[config.mk]
export PLATFORM = sky130hd
export DESIGN_NAME = dlfp_link
export DESIGN_NICKNAME = d
export VERILOG_FILES = /design/src/hdl/dlfp_pkg.sv /design/src/hdl/dlfp_link.sv /design/src/hdl/dlfp_sync.sv
export SDC_FILE = /design/constraint.sdc
export NUM_CORES = 1
export LEC_CHECK = 0
export ABC_CLOCK_PERIOD_IN_PS = 3100
export CORE_MARGIN = 5
export CORE_UTILIZATION = 45
export CTS_BUF_LIST = sky130_fd_sc_hd__clkbuf_4 sky130_fd_sc_hd__clkbuf_8
export CTS_CLUSTER_SIZE = 24
export DETAILED_ROUTE_END_ITERATION = 16
export DONT_BUFFER_PORTS = 1
export PLACE_DENSITY = 0.65
export SLEW_MARGIN = 15
export SYNTH_ARGS = -nofsm -noshare
export SYNTH_HDL_FRONTEND = slang
export SYNTH_HIERARCHICAL = 1
export SYNTH_SLANG_ARGS = --single-unit
[constraint.sdc]
create_clock -name clock -period 3.1 [get_ports clock]
set_input_delay 0.93 -clock clock [delete_from_list [all_inputs] [get_ports clock]]
set_output_delay 0.93 -clock clock [all_outputs]
set_load 0.01 [all_outputs]
[src/hdl/dlfp_pkg.sv]
// Purpose: Shared constants and types for the debug link Flash programming block
// Assumes: 125 MHz system clock
// Notes:   Identity value defaults live in the top module as parameters
`default_nettype none

package dlfp_pkg;

  // Link register addresses
  localparam logic [7:0] DLFP_ADDR_IDENTITY = 8'h00;
  localparam logic [7:0] DLFP_ADDR_REVISION = 8'h01;
  localparam logic [7:0] DLFP_ADDR_UNLOCK   = 8'h02;
  localparam logic [7:0] DLFP_ADDR_DATA     = 8'hBF;

  // Reset values
  localparam logic [7:0] DLFP_UNLOCK_RESET = 8'h00;
  localparam logic [7:0] DLFP_DATA_RESET   = 8'h00;
  localparam logic [7:0] DLFP_TARGET_RESET = 8'h00;

  // Unlock codes, in the order they must arrive
  localparam logic [7:0] DLFP_UNLOCK_FIRST  = 8'h02;
  localparam logic [7:0] DLFP_UNLOCK_SECOND = 8'h01;

  // Flash command codes
  localparam logic [7:0] DLFP_CODE_READ         = 8'h06;
  localparam logic [7:0] DLFP_CODE_WRITE        = 8'h07;
  localparam logic [7:0] DLFP_CODE_PAGE_ERASE   = 8'h08;
  localparam logic [7:0] DLFP_CODE_DEVICE_ERASE = 8'h03;

  // Link instruction codes, sent LSB first after the start bit
  localparam logic [1:0] DLFP_INS_DATA_READ  = 2'h0;
  localparam logic [1:0] DLFP_INS_ADDR_READ  = 2'h1;
  localparam logic [1:0] DLFP_INS_DATA_WRITE = 2'h2;
  localparam logic [1:0] DLFP_INS_ADDR_WRITE = 2'h3;

  // Reset detection on the shared clock pin
  localparam int          DLFP_CLK_PERIOD_NS = 8;
  localparam int          DLFP_RESET_LOW_NS  = 20000;
  localparam int          DLFP_RESET_CYC_INT = (DLFP_RESET_LOW_NS + DLFP_CLK_PERIOD_NS - 1) / DLFP_CLK_PERIOD_NS;
  localparam int          DLFP_LOW_W         = 12;
  localparam logic [11:0] DLFP_RESET_CYC     = 12'(DLFP_RESET_CYC_INT);

  localparam logic [2:0] DLFP_LAST_BIT = 3'h7;
  localparam logic [2:0] DLFP_INS_LAST = 3'h1;

  typedef enum logic [5:0] {
    DLFP_L_IDLE     = 6'h01,
    DLFP_L_INS      = 6'h02,
    DLFP_L_DATA_IN  = 6'h04,
    DLFP_L_WAIT     = 6'h08,
    DLFP_L_DATA_OUT = 6'h10,
    DLFP_L_STOP     = 6'h20
  } dlfp_link_state_t;

  typedef enum logic [2:0] {
    DLFP_U_LOCKED  = 3'h1,
    DLFP_U_HALF    = 3'h2,
    DLFP_U_ENABLED = 3'h4
  } dlfp_unlock_state_t;

  typedef enum logic [2:0] {
    DLFP_CMD_NONE         = 3'h0,
    DLFP_CMD_READ         = 3'h1,
    DLFP_CMD_WRITE        = 3'h2,
    DLFP_CMD_PAGE_ERASE   = 3'h3,
    DLFP_CMD_DEVICE_ERASE = 3'h4
  } dlfp_cmd_t;

  typedef struct packed {
    logic       valid;
    logic       first;
    dlfp_cmd_t  cmd;
    logic [7:0] data;
  } dlfp_flash_req_t;

endpackage

`default_nettype wire

[src/hdl/dlfp_link.sv]
// Purpose: Two-pin debug link slave with identity, unlock and Flash data registers
// Assumes: Link clock far slower than clock; Flash controller shares clock
// Notes:   Long low on the shared clock pin is taken as a system reset
// How it works
// - Address 0x00 reads fixed identity byte
// - Address 0x01 reads silicon revision byte
// - Unlock control register sits at 0x02
// - Codes 0x02 then 0x01 enable programming
// - Only system reset leaves programming mode
// - Flash data register sits at 0xBF
// - Command, address, data bytes pass through data
// - Decode 06 read, 07 write, 08/03 erase
// - Shared pin: long low means reset
// - Target select routes data reads and writes
// - Two pins: clock in, data both ways
`timescale 1ns/1ns
`default_nettype none

module dlfp_link import dlfp_pkg::*; #(
  parameter logic [7:0] DEVICE_IDENTITY  = 8'h5A,  // Arbitrary identity value
  parameter logic [7:0] SILICON_REVISION = 8'h00
) (
  input  wire logic            clock,
  input  wire logic            rst,
  input  wire logic            debug_link_clock,
  input  wire logic            debug_link_data_in,
  output var  logic            debug_link_data_out,
  output var  logic            debug_link_data_oe,
  output var  logic            system_reset_req,
  output var  logic            flash_program_mode,
  output var  dlfp_flash_req_t flash_req,
  input  wire logic            flash_done,
  input  wire logic            flash_rvalid,
  input  wire logic [7:0]      flash_rdata
);

  logic [1:0]          pins_s;
  logic                link_clk_s;
  logic                data_bit;
  logic                clk_prev;
  logic                link_rise;
  logic                link_fall;
  dlfp_link_state_t    state;
  dlfp_link_state_t    next_state;
  logic [2:0]          cnt;
  logic [2:0]          next_cnt;
  logic [1:0]          ins;
  logic [1:0]          next_ins;
  logic [7:0]          shift;
  logic [7:0]          next_shift;
  logic [7:0]          out_shift;
  logic [7:0]          next_out_shift;
  logic [7:0]          link_target_select;
  logic [7:0]          next_target;
  logic                next_oe;
  logic                next_dout;
  logic                wr_data;
  logic [7:0]          wr_byte;
  logic [7:0]          read_mux;
  logic [DLFP_LOW_W-1:0] low_cnt;
  logic [DLFP_LOW_W-1:0] next_low_cnt;
  logic                next_pin_reset;
  dlfp_unlock_state_t  ustate;
  dlfp_unlock_state_t  next_ustate;
  logic [7:0]          flash_program_unlock;
  logic [7:0]          next_unlock;
  logic [7:0]          flash_program_data;
  logic [7:0]          next_fdata;
  logic                cmd_open;
  logic                next_cmd_open;
  dlfp_flash_req_t     next_req;
  logic                wr_unlock;
  logic                wr_fdata;
  dlfp_cmd_t           decoded;

  generate
    if (DLFP_RESET_CYC_INT < 2 || DLFP_RESET_CYC_INT >= (1 << DLFP_LOW_W)) begin : g_bad_reset
      $error("dlfp_link reset low count does not fit its counter");
    end
  endgenerate

  dlfp_sync #(
    .WIDTH (2)
  ) u_sync (
    .clock (clock),
    .rst   (rst),
    .d     ({~debug_link_clock, debug_link_data_in}),
    .q     (pins_s)
  );

  // Clock pin synced inverted so the flushed synchroniser reads as idle high
  assign link_clk_s = ~pins_s[1];
  assign data_bit   = pins_s[0];
  assign link_rise  = link_clk_s & ~clk_prev;
  assign link_fall  = ~link_clk_s & clk_prev;

  // Shared pin: a low held past the reset time is a reset request
  always_comb begin
    next_low_cnt = low_cnt;
    if (link_clk_s) begin
      next_low_cnt = '0;
    end else if (low_cnt != DLFP_RESET_CYC) begin
      next_low_cnt = low_cnt + 1'b1;
    end
    next_pin_reset = (next_low_cnt == DLFP_RESET_CYC);
  end

  always_ff @(posedge clock) begin
    if (rst) begin
      low_cnt          <= '0;
      system_reset_req <= 1'b0;
      clk_prev         <= 1'b1;
    end else begin
      low_cnt          <= next_low_cnt;
      system_reset_req <= next_pin_reset;
      clk_prev         <= link_clk_s;
    end
  end

  always_comb begin
    unique case (link_target_select)
      DLFP_ADDR_IDENTITY: read_mux = DEVICE_IDENTITY;
      DLFP_ADDR_REVISION: read_mux = SILICON_REVISION;
      DLFP_ADDR_UNLOCK:   read_mux = flash_program_unlock;
      DLFP_ADDR_DATA:     read_mux = flash_program_data;
      default:            read_mux = 8'h00;
    endcase
  end

  // Link framing: sample on rising edge, drive after falling edge
  always_comb begin
    next_state     = state;
    next_cnt       = cnt;
    next_ins       = ins;
    next_shift     = shift;
    next_out_shift = out_shift;
    next_target    = link_target_select;
    next_oe        = debug_link_data_oe;
    next_dout      = debug_link_data_out;
    wr_data        = 1'b0;
    wr_byte        = {data_bit, shift[7:1]};
    if (link_fall) begin
      next_oe   = (state == DLFP_L_WAIT) || (state == DLFP_L_DATA_OUT);
      next_dout = (state == DLFP_L_WAIT) ? 1'b1 : out_shift[0];
    end
    if (link_rise) begin
      unique case (state)
        DLFP_L_IDLE: begin
          next_state = DLFP_L_INS;
          next_cnt   = '0;
        end
        DLFP_L_INS: begin
          next_ins = {data_bit, ins[1]};
          next_cnt = cnt + 1'b1;
          if (cnt == DLFP_INS_LAST) begin
            next_cnt = '0;
            if (next_ins == DLFP_INS_ADDR_READ) begin
              next_out_shift = link_target_select;
              next_state     = DLFP_L_DATA_OUT;
            end else if (next_ins == DLFP_INS_DATA_READ) begin
              next_state = DLFP_L_WAIT;
            end else begin
              next_state = DLFP_L_DATA_IN;
            end
          end
        end
        DLFP_L_DATA_IN: begin
          next_shift = wr_byte;
          next_cnt   = cnt + 1'b1;
          if (cnt == DLFP_LAST_BIT) begin
            if (ins == DLFP_INS_ADDR_WRITE) begin
              next_target = wr_byte;
              next_state  = DLFP_L_STOP;
            end else begin
              wr_data    = 1'b1;
              next_state = DLFP_L_WAIT;
            end
          end
        end
        DLFP_L_WAIT: begin
          next_cnt = '0;
          if (ins == DLFP_INS_DATA_READ) begin
            next_out_shift = read_mux;
            next_state     = DLFP_L_DATA_OUT;
          end else begin
            next_state = DLFP_L_STOP;
          end
        end
        DLFP_L_DATA_OUT: begin
          next_out_shift = {1'b0, out_shift[7:1]};
          next_cnt       = cnt + 1'b1;
          if (cnt == DLFP_LAST_BIT) begin
            next_state = DLFP_L_STOP;
          end
        end
        DLFP_L_STOP: begin
          next_state = DLFP_L_IDLE;
        end
        default: begin
          next_state = DLFP_L_IDLE;
        end
      endcase
    end
  end

  always_ff @(posedge clock) begin
    if (rst || system_reset_req) begin
      state               <= DLFP_L_IDLE;
      cnt                 <= '0;
      ins                 <= '0;
      shift               <= '0;
      out_shift           <= '0;
      link_target_select  <= DLFP_TARGET_RESET;
      debug_link_data_oe  <= 1'b0;
      debug_link_data_out <= 1'b0;
    end else begin
      state               <= next_state;
      cnt                 <= next_cnt;
      ins                 <= next_ins;
      shift               <= next_shift;
      out_shift           <= next_out_shift;
      link_target_select  <= next_target;
      debug_link_data_oe  <= next_oe;
      debug_link_data_out <= next_dout;
    end
  end

  assign wr_unlock = wr_data && (link_target_select == DLFP_ADDR_UNLOCK);
  assign wr_fdata  = wr_data && (link_target_select == DLFP_ADDR_DATA);

  always_comb begin
    unique case (wr_byte)
      DLFP_CODE_READ:         decoded = DLFP_CMD_READ;
      DLFP_CODE_WRITE:        decoded = DLFP_CMD_WRITE;
      DLFP_CODE_PAGE_ERASE:   decoded = DLFP_CMD_PAGE_ERASE;
      DLFP_CODE_DEVICE_ERASE: decoded = DLFP_CMD_DEVICE_ERASE;
      default:                decoded = DLFP_CMD_NONE;
    endcase
  end

  // Unlock sequence and Flash byte stream
  always_comb begin
    next_ustate   = ustate;
    next_unlock   = flash_program_unlock;
    next_fdata    = flash_program_data;
    next_cmd_open = cmd_open;
    next_req      = '0;
    if (wr_unlock) begin
      next_unlock = wr_byte;
      unique case (ustate)
        DLFP_U_LOCKED: begin
          next_ustate = (wr_byte == DLFP_UNLOCK_FIRST) ? DLFP_U_HALF : DLFP_U_LOCKED;
        end
        DLFP_U_HALF: begin
          next_ustate = (wr_byte == DLFP_UNLOCK_SECOND) ? DLFP_U_ENABLED : DLFP_U_LOCKED;
        end
        DLFP_U_ENABLED: begin
          next_ustate = DLFP_U_ENABLED;
        end
        default: begin
          next_ustate = DLFP_U_LOCKED;
        end
      endcase
    end
    if (flash_done) begin
      next_cmd_open = 1'b0;
    end
    if (flash_rvalid) begin
      next_fdata = flash_rdata;
    end
    if (wr_fdata) begin
      next_fdata = wr_byte;
      if (ustate == DLFP_U_ENABLED) begin
        if (cmd_open) begin
          next_req.valid = 1'b1;
          next_req.cmd   = DLFP_CMD_NONE;
          next_req.data  = wr_byte;
          next_cmd_open  = 1'b1;
        end else if (decoded != DLFP_CMD_NONE) begin
          next_req.valid = 1'b1;
          next_req.first = 1'b1;
          next_req.cmd   = decoded;
          next_req.data  = wr_byte;
          next_cmd_open  = 1'b1;
        end
      end
    end
  end

  always_ff @(posedge clock) begin
    if (rst || system_reset_req) begin
      ustate               <= DLFP_U_LOCKED;
      flash_program_unlock <= DLFP_UNLOCK_RESET;
      flash_program_data   <= DLFP_DATA_RESET;
      cmd_open             <= 1'b0;
      flash_req            <= '0;
      flash_program_mode   <= 1'b0;
    end else begin
      ustate               <= next_ustate;
      flash_program_unlock <= next_unlock;
      flash_program_data   <= next_fdata;
      cmd_open             <= next_cmd_open;
      flash_req            <= next_req;
      flash_program_mode   <= (next_ustate == DLFP_U_ENABLED);
    end
  end

  // Checks
  a_unlock_pair: assert property (@(posedge clock) disable iff (rst)
    (wr_unlock && ustate == DLFP_U_HALF && wr_byte == DLFP_UNLOCK_SECOND && !system_reset_req)
    |=> ##1 flash_program_mode)
    else $error("ordered unlock pair did not enable programming");

  a_unlock_order: assert property (@(posedge clock) disable iff (rst)
    (ustate == DLFP_U_LOCKED) |=> (ustate != DLFP_U_ENABLED))
    else $error("programming enabled without first code");

  a_mode_sticky: assert property (@(posedge clock) disable iff (rst)
    (flash_program_mode && !system_reset_req) |=> flash_program_mode)
    else $error("programming mode left without reset");

  a_bad_code_clear: assert property (@(posedge clock) disable iff (rst)
    (wr_unlock && ustate == DLFP_U_HALF && wr_byte != DLFP_UNLOCK_SECOND && !system_reset_req)
    |=> (ustate == DLFP_U_LOCKED))
    else $error("broken unlock order kept progress");

  a_locked_ignored: assert property (@(posedge clock) disable iff (rst)
    flash_req.valid |-> $past(ustate == DLFP_U_ENABLED))
    else $error("flash byte issued while locked");

  a_cmd_decode: assert property (@(posedge clock) disable iff (rst)
    (wr_fdata && ustate == DLFP_U_ENABLED && !cmd_open && wr_byte == DLFP_CODE_WRITE && !system_reset_req)
    |=> (flash_req.valid && flash_req.first && flash_req.cmd == DLFP_CMD_WRITE))
    else $error("write command not decoded");

  a_identity_read: assert property (@(posedge clock) disable iff (rst || system_reset_req)
    (link_rise && state == DLFP_L_WAIT && ins == DLFP_INS_DATA_READ && link_target_select == DLFP_ADDR_IDENTITY)
    |=> (out_shift == DEVICE_IDENTITY && state == DLFP_L_DATA_OUT))
    else $error("identity read returned wrong value");

  a_revision_read: assert property (@(posedge clock) disable iff (rst || system_reset_req)
    (link_rise && state == DLFP_L_WAIT && ins == DLFP_INS_DATA_READ && link_target_select == DLFP_ADDR_REVISION)
    |=> (out_shift == SILICON_REVISION))
    else $error("revision read returned wrong value");

  a_reset_detect: assert property (@(posedge clock) disable iff (rst)
    (!link_clk_s && low_cnt == DLFP_RESET_CYC - 12'h001) |=> system_reset_req)
    else $error("long low on clock pin not taken as reset");

  a_oe_phase: assert property (@(posedge clock) disable iff (rst)
    $rose(debug_link_data_oe) |-> $past(state == DLFP_L_WAIT || state == DLFP_L_DATA_OUT))
    else $error("data pin driven outside a read phase");

  c_enabled:    cover property (@(posedge clock) disable iff (rst) $rose(flash_program_mode));
  c_first_cmd:  cover property (@(posedge clock) disable iff (rst) flash_req.valid && flash_req.first);
  c_pin_reset:  cover property (@(posedge clock) disable iff (rst) $rose(system_reset_req));
  c_data_read:  cover property (@(posedge clock) disable iff (rst) $rose(debug_link_data_oe));

endmodule // dlfp_link

`default_nettype wire

[src/hdl/dlfp_sync.sv]
// Purpose: Two flip-flop synchroniser for pin inputs
// Assumes: Inputs are slow levels relative to clock
// Notes:   First stage is read only by the second
`timescale 1ns/1ns
`default_nettype none

module dlfp_sync #(
  parameter int WIDTH = 2
) (
  input  wire logic             clock,
  input  wire logic             rst,
  input  wire logic [WIDTH-1:0] d,
  output var  logic [WIDTH-1:0] q
);

  logic [WIDTH-1:0] meta;

  generate
    if (WIDTH < 1) begin : g_bad_width
      $error("dlfp_sync needs WIDTH of at least 1");
    end
  endgenerate

  always_ff @(posedge clock) begin
    if (rst) begin
      meta <= '0;
      q    <= '0;
    end else begin
      meta <= d;
      q    <= meta;
    end
  end

endmodule // dlfp_sync

`default_nettype wire

* Yosys cells after proc, flatten, opt, wreduce, memory -nomap -nowiden
Cells that the tools add are included.
** Storage, ports and cells
- Register bits :: 89
- Input bits :: 14
- Output and inout port bits :: 17
- Word-level logic and storage cells :: 119
** Cells by class
- $add $sub $neg :: 2
- Eq/ne operators :: 28
- Mux-type cells :: 37
- Bitwise operators :: 8
- Reductions and logical operators :: 22
** Operators with widths (count)
- $mux 8 :: 6
- $pmux 8 s3 :: 2
- $mux 6 :: 5
- $pmux 6 s5 :: 1
- $eq 8x2->1 const B :: 3
- $mux 12 :: 2
- $pmux 3 s3 :: 2
- $eq 8x3->1 const B :: 2
- $mux 13 :: 1
- $add 12x1->12 const B :: 1
- $eq 12x12->1 const B :: 1
- $ne 12x12->1 const B :: 1
- $pmux 3 s4 :: 1
- $mux 1 :: 11
- $eq 3x3->1 const B :: 3
- $mux 3 :: 3
- $reduce_bool 3->1 :: 3
- $eq 8x1->1 const B :: 1
- $eq 8x4->1 const B :: 1
- $eq 8x8->1 const B :: 1
- $logic_not 8->1 :: 1
- $reduce_and 4->1 :: 2
- $eq 3x1->1 const B :: 2
- $eq 6x1->1 const B :: 1
- 25 further kinds :: 40

* Logic depth before layout (Yosys ltp)
Gate-level depths: netlist (run 1).
- Depth after elaboration :: 8
- Mapped depth :: 8

* By module
Netlist (run 1), hierarchy kept.
** Modules (own cells, without submodules)
- dlfp_link :: times used 1, cells an instance 455, area an instance 4022.6 um2, seq. area each 1681.6 um2
- dlfp_sync :: times used 1, cells an instance 8, area an instance 105.1 um2, seq. area each 80.1 um2

* Worst setup path after synthesis (run 1)
No wires, ideal clock.
- Path type :: input to register
- Start point :: input rst
- End point :: register out_shift[0]
- Data arrival time :: 1.751 ns
- Path slack :: 1.263 ns
- Stages :: 4
- Path buffers :: 2
- Cells stage by stage :: or2_2 buf_1 clkbuf_1 a211oi_1
** On the way
- Cells in the longest elaborated chain, start to end :: 1
** RTL lines
- start: declaration :: line dlfp_link.sv:24 : input wire logic rst,
- $logic_or 1x1->1 :: line dlfp_link.sv:207 : if (rst || system_reset_req) begin
- end signal: assignment :: line dlfp_link.sv:221 : out_shift <= next_out_shift;
- end: declaration :: line dlfp_link.sv:51 : logic [7:0] out_shift;
No other way between the ends.
A chain may end at the register's enable or synchronous reset.

* Worst setup path in the final report (run 1)
- Start point :: register state[2]
- End point :: register flash_program_data[7]
** On the way
- Cells in the longest elaborated chain, start to end :: 5
- Elaborated cells on any way between the ends :: 6
- Those cells by class :: 1 x eq/ne; 3 x mux; 2 x reduce/logical
** RTL lines
- start: declaration :: line dlfp_link.sv:43 : dlfp_link_state_t state;
- start signal: assignment :: line dlfp_link.sv:217 : state <= next_state;
- $eq 6x3->1 (*) :: line dlfp_link.sv:147 : unique case (state)
- $mux 1 (*) :: line dlfp_link.sv:147
- $mux 1 (*) :: line dlfp_link.sv:146 : if (link_rise) begin
- $logic_and 1x1->1 (*) :: line dlfp_link.sv:229 : assign wr_fdata = wr_data && (link_target_select == DLFP_ADDR_DATA);
- $mux 8 / $reduce_bool 2->1 (equally long branches)
- end signal: assignment :: line dlfp_link.sv:301 : flash_program_data <= next_fdata;
- end: declaration :: line dlfp_link.sv:67 : logic [7:0] flash_program_data;
Every way passes the cells marked *; elsewhere a longest branch is shown, timed or not.

==> results of run 1 <==
## cell usage in the layout, fill, tap and decap left out, drive strengths merged, types with 3 or more instances in the layout
cell and count:
a211oi 19, a21oi 30, a221oi 8, a22o 3, a31oi 4, and2 12
and3 5, buf 4, clkbuf 9, clkinv 3, dfxtp 88, ha 5
inv 11, mux2i 25, nand2 47, nand2b 6, nand3 28, nand4 4
nand4b 4, nor2 59, nor2b 9, nor3 6, nor4 5, nor4b 5
o21ai 12, or2 4, or3 3, xnor2 8, xor2 5
## per-layer routing
metal	track usage	vias to the layer above	share of wire
met2	0.2587	60	0.47
met4	0.04348	0	0.012
met3	0.04103	8	0.043
met1	0.2191	1497	0.47
li1	-	1613	-
met5	0	-	0
## how the worst min path moves through the flow
stage,startpoint,endpoint,cells after the start
2_1_floorplan,u_sync/meta[0],u_sync/q[0],1
3_3_place_gp,u_sync/meta[1],u_sync/q[1],1
3_5_place_dp,u_sync/meta[1],u_sync/q[1],1
4_1_cts,u_sync/meta[1],u_sync/q[1],1
5_1_grt,u_sync/meta[0],u_sync/q[0],1
6_report,u_sync/meta[0],u_sync/q[0],1
## report_power, final
part | internal [uW] | leakage [uW] | switching, uW
combinational | 22.8 | 0.000786 | 29.6
clock | 318 | 0.000101 | 457
sequential | 1140 | 0.000711 | 11.5
total | 1480 | 0.00160 | 498
## layout make-up
class                      count  share of cell area
timing repair buffer           4            0.006895
inverter                       7            0.006033
tap                          111             0.03189
multi-input combinational    339              0.5053
sequential                    88              0.4045
clock buffer                   9             0.02844
clock inverter                 7             0.01695
## state kept, by name, indices dropped and copies added, names as in the netlist, 2 cells and up
register              flops
flash_req                13
low_cnt                  12
flash_program_data        8
flash_program_unlock      8
link_target_select        8
out_shift                 8
shift                     7
state                     6
cnt                       3
ustate                    3
ins                       2
u_sync/meta               2
u_sync/q                  2
## cells in the mapped netlist (8+ instances only)
master and number:
and2_1 11, nor2b_1 9, a211oi_2 10, nor2_1 58, dfxtp_1 88, nand2_1 47
a21oi_1 30, xnor2_1 8, o21ai_0 10, buf_2 8, mux2i_1 25, clkbuf_1 15
a211oi_1 9, nand3_1 27
## kinds of logic after synthesis
kind of cell | after synthesis | share of synthesized area
XOR/XNOR | 13 | 0.02758
buffers and inverters | 36 | 0.04001
AND/OR/NAND/NOR | 209 | 0.2755
adder cells (fa/ha/maj) | 5 | 0.01516
multiplexers | 25 | 0.06062
flip-flops | 88 | 0.4268
AO/OA/AOI/OAI | 87 | 0.1543
## worst register-to-register path, stage by stage (launching register included)
cell,delay [ps]
dfxtp_1,620
nor3b_2,310
nand3_1,100
buf_4,210
or3_1,660
nor2_1,250
a211oi_2,70
## stage by stage
step / power, uW / utilization
after detailed placement: 1232 / 0.4565
after global routing: 2074 / 0.4782
after CTS: 2011 / 0.4782
after global placement: 1230 / 0.4565
after floorplan: 1221 / -
final: 1980 / 0.4782
==> results.json, run 1 <==
{
  "portBuffers": 0,
  "path_max_fanout": 16,
  "power.leakage_uw": 0.001598,
  "ys_seq_elements": 88,
  "overflow": 0,
  "die_h_um": 105.8,
  "die_w_um": 105.8,
  "dp_cells": 549,
  "worstRegToRegCells": 6,
  "cts_sinks": 88,
  "synth_cell_types": 63,
  "dp_hpwl_um": 6150,
  "fin_cells": 565,
  "async_flop_share": 0,
  "synth_top_area_frac": 0.4268,
  "vias": 3178,
  "ys.warnings.count": 6,
  "initial_core_util": 0.4532,
  "arrival_ps": 2560,
  "r2r_setup_slack_ps": 750,
  "drv_slew": 0,
  "fmax_mhz": 425.9,
  "syn_nets": 482,
  "syn_area_mm2": 0.004128,
  "place_area_mm2": 0.004158,
  "timing.rr.start": "state[2]",
  "postCtsHoldBufs": 0,
  "core-area_mm2": 0.009109,
  "drt_pass1_iterations": 4,
  "p_per_area_mw_per_mm2": 454.5,
  "slew_headroom": 0.4913,
  "rsz0062_at_grt": "false",
  "crit_chain": "nor3b_2 > nand3_1 > buf_4 > or3_1 > nor2_1 > a211oi_2",
  "period_share": 0.7574,
  "ctsResizeCount": 0,
  "cts.clk_slew.worst_paths_ps": 100,
  "tns_ps": 0,
  "root_buffer": "clkbuf_8",
  "hold_path.class": "flip-flop to flip-flop",
  "worstSetupStartpoint": "state[2]",
  "path_buf_inv": 1,
  "setup_viol": 0,
  "cap_violations": 0,
  "cts_setup_buffers": 0,
  "worst_slack_ps": 752.0,
  "drcViolationCount": 0,
  "path_depth": 6,
  "crit_end": "flash_program_data[7]",
  "synth_area_leaders": "dfxtp_1, mux2i_1, nor2_1, nand2_1, a21oi_1",
  "crit_type": "flip-flop to flip-flop",
  "cp_slowest_stage_delay_ps": 660,
  "cp_data_required_time_ps": 3310,
  "outcome": "complete, no violations",
  "synth_edf_count": 0,
  "area_delta_synth_final_pct": 5.517,
  "syn-instance-count": 463,
  "multiInputGateArea_mm2": 0.002201,
  "vdd_drop_max_mv": 0.2898,
  "grtUsageTotal": 0.1624,
  "r2r_end": "flash_program_data[7]",
  "synth_top_area_cell": "dfxtp_1",
  "ant_nets": 0,
  "cts_buffers": 9,
  "dp_slack_ps": 769.5,
  "clk_path_buf_depth": 2,
  "worstMarginPinSlew_ps": 763.1,
  "synth-seq-area-share": 0.4268,
  "cts_tree": "built",
  "antenna_found_initial": 0,
  "antenna_cells": 0,
  "gp_congestion": 0.9143,
  "drtIter0Drc": 157,
  "die_area_mm2": 0.01119,
  "finalClockSkew_ps": 11.13,
  "seqCellArea_mm2": 0.001762,
  "via_per_inst": 5.625,
  "design_area_mm2": 0.004355,
  "synth_top_flop_cell": "dfxtp_1",
  "whs_ps": 447.3,
  "path_delay_family": "simple AND/OR/NAND/NOR gates",
  "period_minus_slack_ps": 2348,
  "insertion_delay_ps": 350,
  "crit_path_end_kind": "flip-flop",
  "grt_pass1_wl_um": 14790,
  "nets": 468,
  "ios": 31,
  "drt_wl_total_um": 8614,
  "row_count": 35,
  "grt_max_degree": 37,
  "layout-drive-gt1-share": 0.1057,
  "post_drt_wl_per_cell_um": 15.25,
  "cts-htree-levels": 3,
  "grt_pass1_vias": 2939,
  "cp-start-kind": "flip-flop",
  "syn_avg_cell_area_um2": 8.915,
  "finalHoldViolCount": 0,
  "critPathSlowestCell": "or3_1",
  "fill_cells": 852
}
(Power assumes the default switching activity.)
==> run 2, diff against run 1 <==
--- a/config.mk
+++ b/config.mk
@@ -5,7 +5,7 @@
 export SDC_FILE = /design/constraint.sdc
 export NUM_CORES = 1
 export LEC_CHECK = 0
-export ABC_CLOCK_PERIOD_IN_PS = 3100
+export ABC_CLOCK_PERIOD_IN_PS = 2250
 export CORE_MARGIN = 5
 export CORE_UTILIZATION = 45
 export CTS_BUF_LIST = sky130_fd_sc_hd__clkbuf_4 sky130_fd_sc_hd__clkbuf_8
==> constraint.sdc (replaced) <==
create_clock -name clock -period 2.25 [get_ports clock]
set_input_delay 0.675 -clock clock [delete_from_list [all_inputs] [get_ports clock]]
set_output_delay 0.675 -clock clock [all_outputs]
set_load 0.01 [all_outputs]
==> results.json, run 2 (synthesis gave the netlist of run 1 again) <==
{
  "outcome": "complete, no violations",
  "whs_ps": 366.5,
  "die_h_um": 105.8,
  "top_regs": "flash_req x13, low_cnt x12",
  "worstMarginPinSlew_ps": 611.3,
  "clk_path_buf_depth": 2,
  "timing.rr.start": "state[3]",
  "drt_pass1_iterations": 4,
  "core-area_mm2": 0.009109,
  "slew_headroom": 0.5898,
  "period_share": 0.9178,
  "crit_chain": "nor3b_2 > nand3_1 > or3_1 > o211ai_1 > o21ai_0",
  "critPathSlowestCell": "or3_1",
  "p_per_area_mw_per_mm2": 614.6,
  "path_buf_inv": 0,
  "cts-htree-levels": 3,
  "post_drt_wl_per_cell_um": 15.56,
  "fin_util": 0.4900,
  "layout-drive-gt1-share": 0.1309,
  "antenna_cells": 0,
  "die_area_mm2": 0.01119,
  "antenna_found_initial": 0,
  "drcViolationCount": 0,
  "grtUsageTotal": 0.1676,
  "crit_type": "flip-flop to flip-flop",
  "drt_wl_total_um": 8978,
  "min_to": "u_sync/meta[1]",
  "period_minus_slack_ps": 2065,
  "ctsResizeCount": 0,
  "overflow": 0,
  "postCtsHoldBufs": 0,
  "grt_max_degree": 39,
  "switching_share": 0.2553,
  "cp_data_required_time_ps": 2500,
  "dp_hpwl_um": 6477,
  "power.share.clock": 0.392,
  "initial_core_util": 0.4532,
  "cp-start-kind": "flip-flop",
  "insertion_delay_ps": 370,
  "crit_path_end_kind": "flip-flop",
  "cts_tree": "built",
  "cts.clk_slew.worst_paths_ps": 100,
  "p_seq_frac": 0.578,
  "setup_viol": 0,
  "rsz0062_at_grt": "false",
  "hold_path.class": "input pin to flip-flop",
  "area_delta_synth_final_pct": 8.124,
  "die_w_um": 105.8,
  "cts_setup_buffers": 0,
  "largest_register": "flash_req",
  "vdd_drop_max_mv": 0.3120,
  "cts_buffers": 9,
  "switchingPower_uw": 700.3,
  "final_cell_mix": "dfxtp_1, nor2_1, nand2_1",
  "gp_congestion": 0.9190,
  "nets": 480,
  "grt_pass1_wl_um": 15100,
  "path_max_fanout": 11,
  "path_delay_family": "simple AND/OR/NAND/NOR gates",
  "root_buffer": "clkbuf_8",
  "via_per_inst": 5.707,
  "drv_slew": 0,
  "internal_power_uw": 2042,
  "seqCellArea_mm2": 0.001762,
  "cap_violations": 0,
  "cp_slowest_stage_delay_ps": 630,
  "finalHoldViolCount": 0,
  "ant_nets": 0,
  "fill_cells": 873,
  "worstRegToRegCells": 5,
  "drtIter0Drc": 142,
  "holdPathStages": 1,
  "row_count": 35,
  "holdCritStartpoint": "rst",
  "largest_reg_flops": 13,
  "vias": 3293,
  "power.leakage_uw": 0.001657,
  "ios": 31,
  "cts_sinks": 88,
  "final_common_cell": "dfxtp_1",
  "r2r_end": "ustate[2]",
  "fmax_mhz": 484.2,
  "r2r_setup_slack_ps": 180,
  "finalClockSkew_ps": 16.64,
  "portBuffers": 0,
  "tns_ps": 0,
  "combPwrFrac": 0.030,
  "arrival_ps": 2310,
  "multiInputGateArea_mm2": 0.002206,
  "grt_pass1_vias": 3009
}
## run 2: layer usage
layer / wire (um) / GRT usage / vias to the layer above
met3: 494 / 0.04776 / 11
met2: 4285 / 0.2709 / 90
met1: 4113 / 0.2193 / 1543
met4: 84 / 0.04533 / 0
li1: - / - / 1649
met5: 0 / 0 / -
## run 2: worst max-delay path by stage
stage,start,end,slack [ps],cells after the start
3_3_place_gp,state[4],out_shift[4],210,5
2_1_floorplan,low_cnt[0],system_reset_req,440,7
3_5_place_dp,state[3],flash_program_data[0],130,5
5_1_grt,state[0],flash_program_unlock[1],30,6
6_report,state[3],ustate[2],180,5
4_1_cts,state[3],flash_program_data[0],120,5
## run 2: power groups by stage
stage / sequential (uW) / combinational [uW] / clock [uW]
finish: 1590 / 81.6 / 1080
global route: 1590 / 90.7 / 1190
CTS: 1590 / 82.6 / 1120
detailed placement: 1620 / 82.4 / 0
global placement: 1620 / 80.8 / 0
floorplan: 1620 / 66.6 / 0
## run 2: per-stage QoR
step | worst slack (ps) | cells | area (um^2) | total power [uW]
after floorplan | 440.7 | 463 | 4128 | 1682
final | 184.9 | 577 | 4463 | 2743
after global routing | 30.74 | 577 | 4463 | 2867
after detailed placement | 128.7 | 561 | 4260 | 1704
after global placement | 207.5 | 561 | 4260 | 1702
after CTS | 123.2 | 577 | 4458 | 2784
## run 2: final cells by class
| cell class | instances | area share |
|---|---|---|
| well taps | 111 | 0.03112 |
| multi-input cells | 339 | 0.4943 |
| flip-flops and latches | 88 | 0.3947 |
| repair buffers | 16 | 0.02972 |
| clock inverters | 7 | 0.01654 |
| inverters | 7 | 0.005887 |
| clock buffers | 9 | 0.02775 |
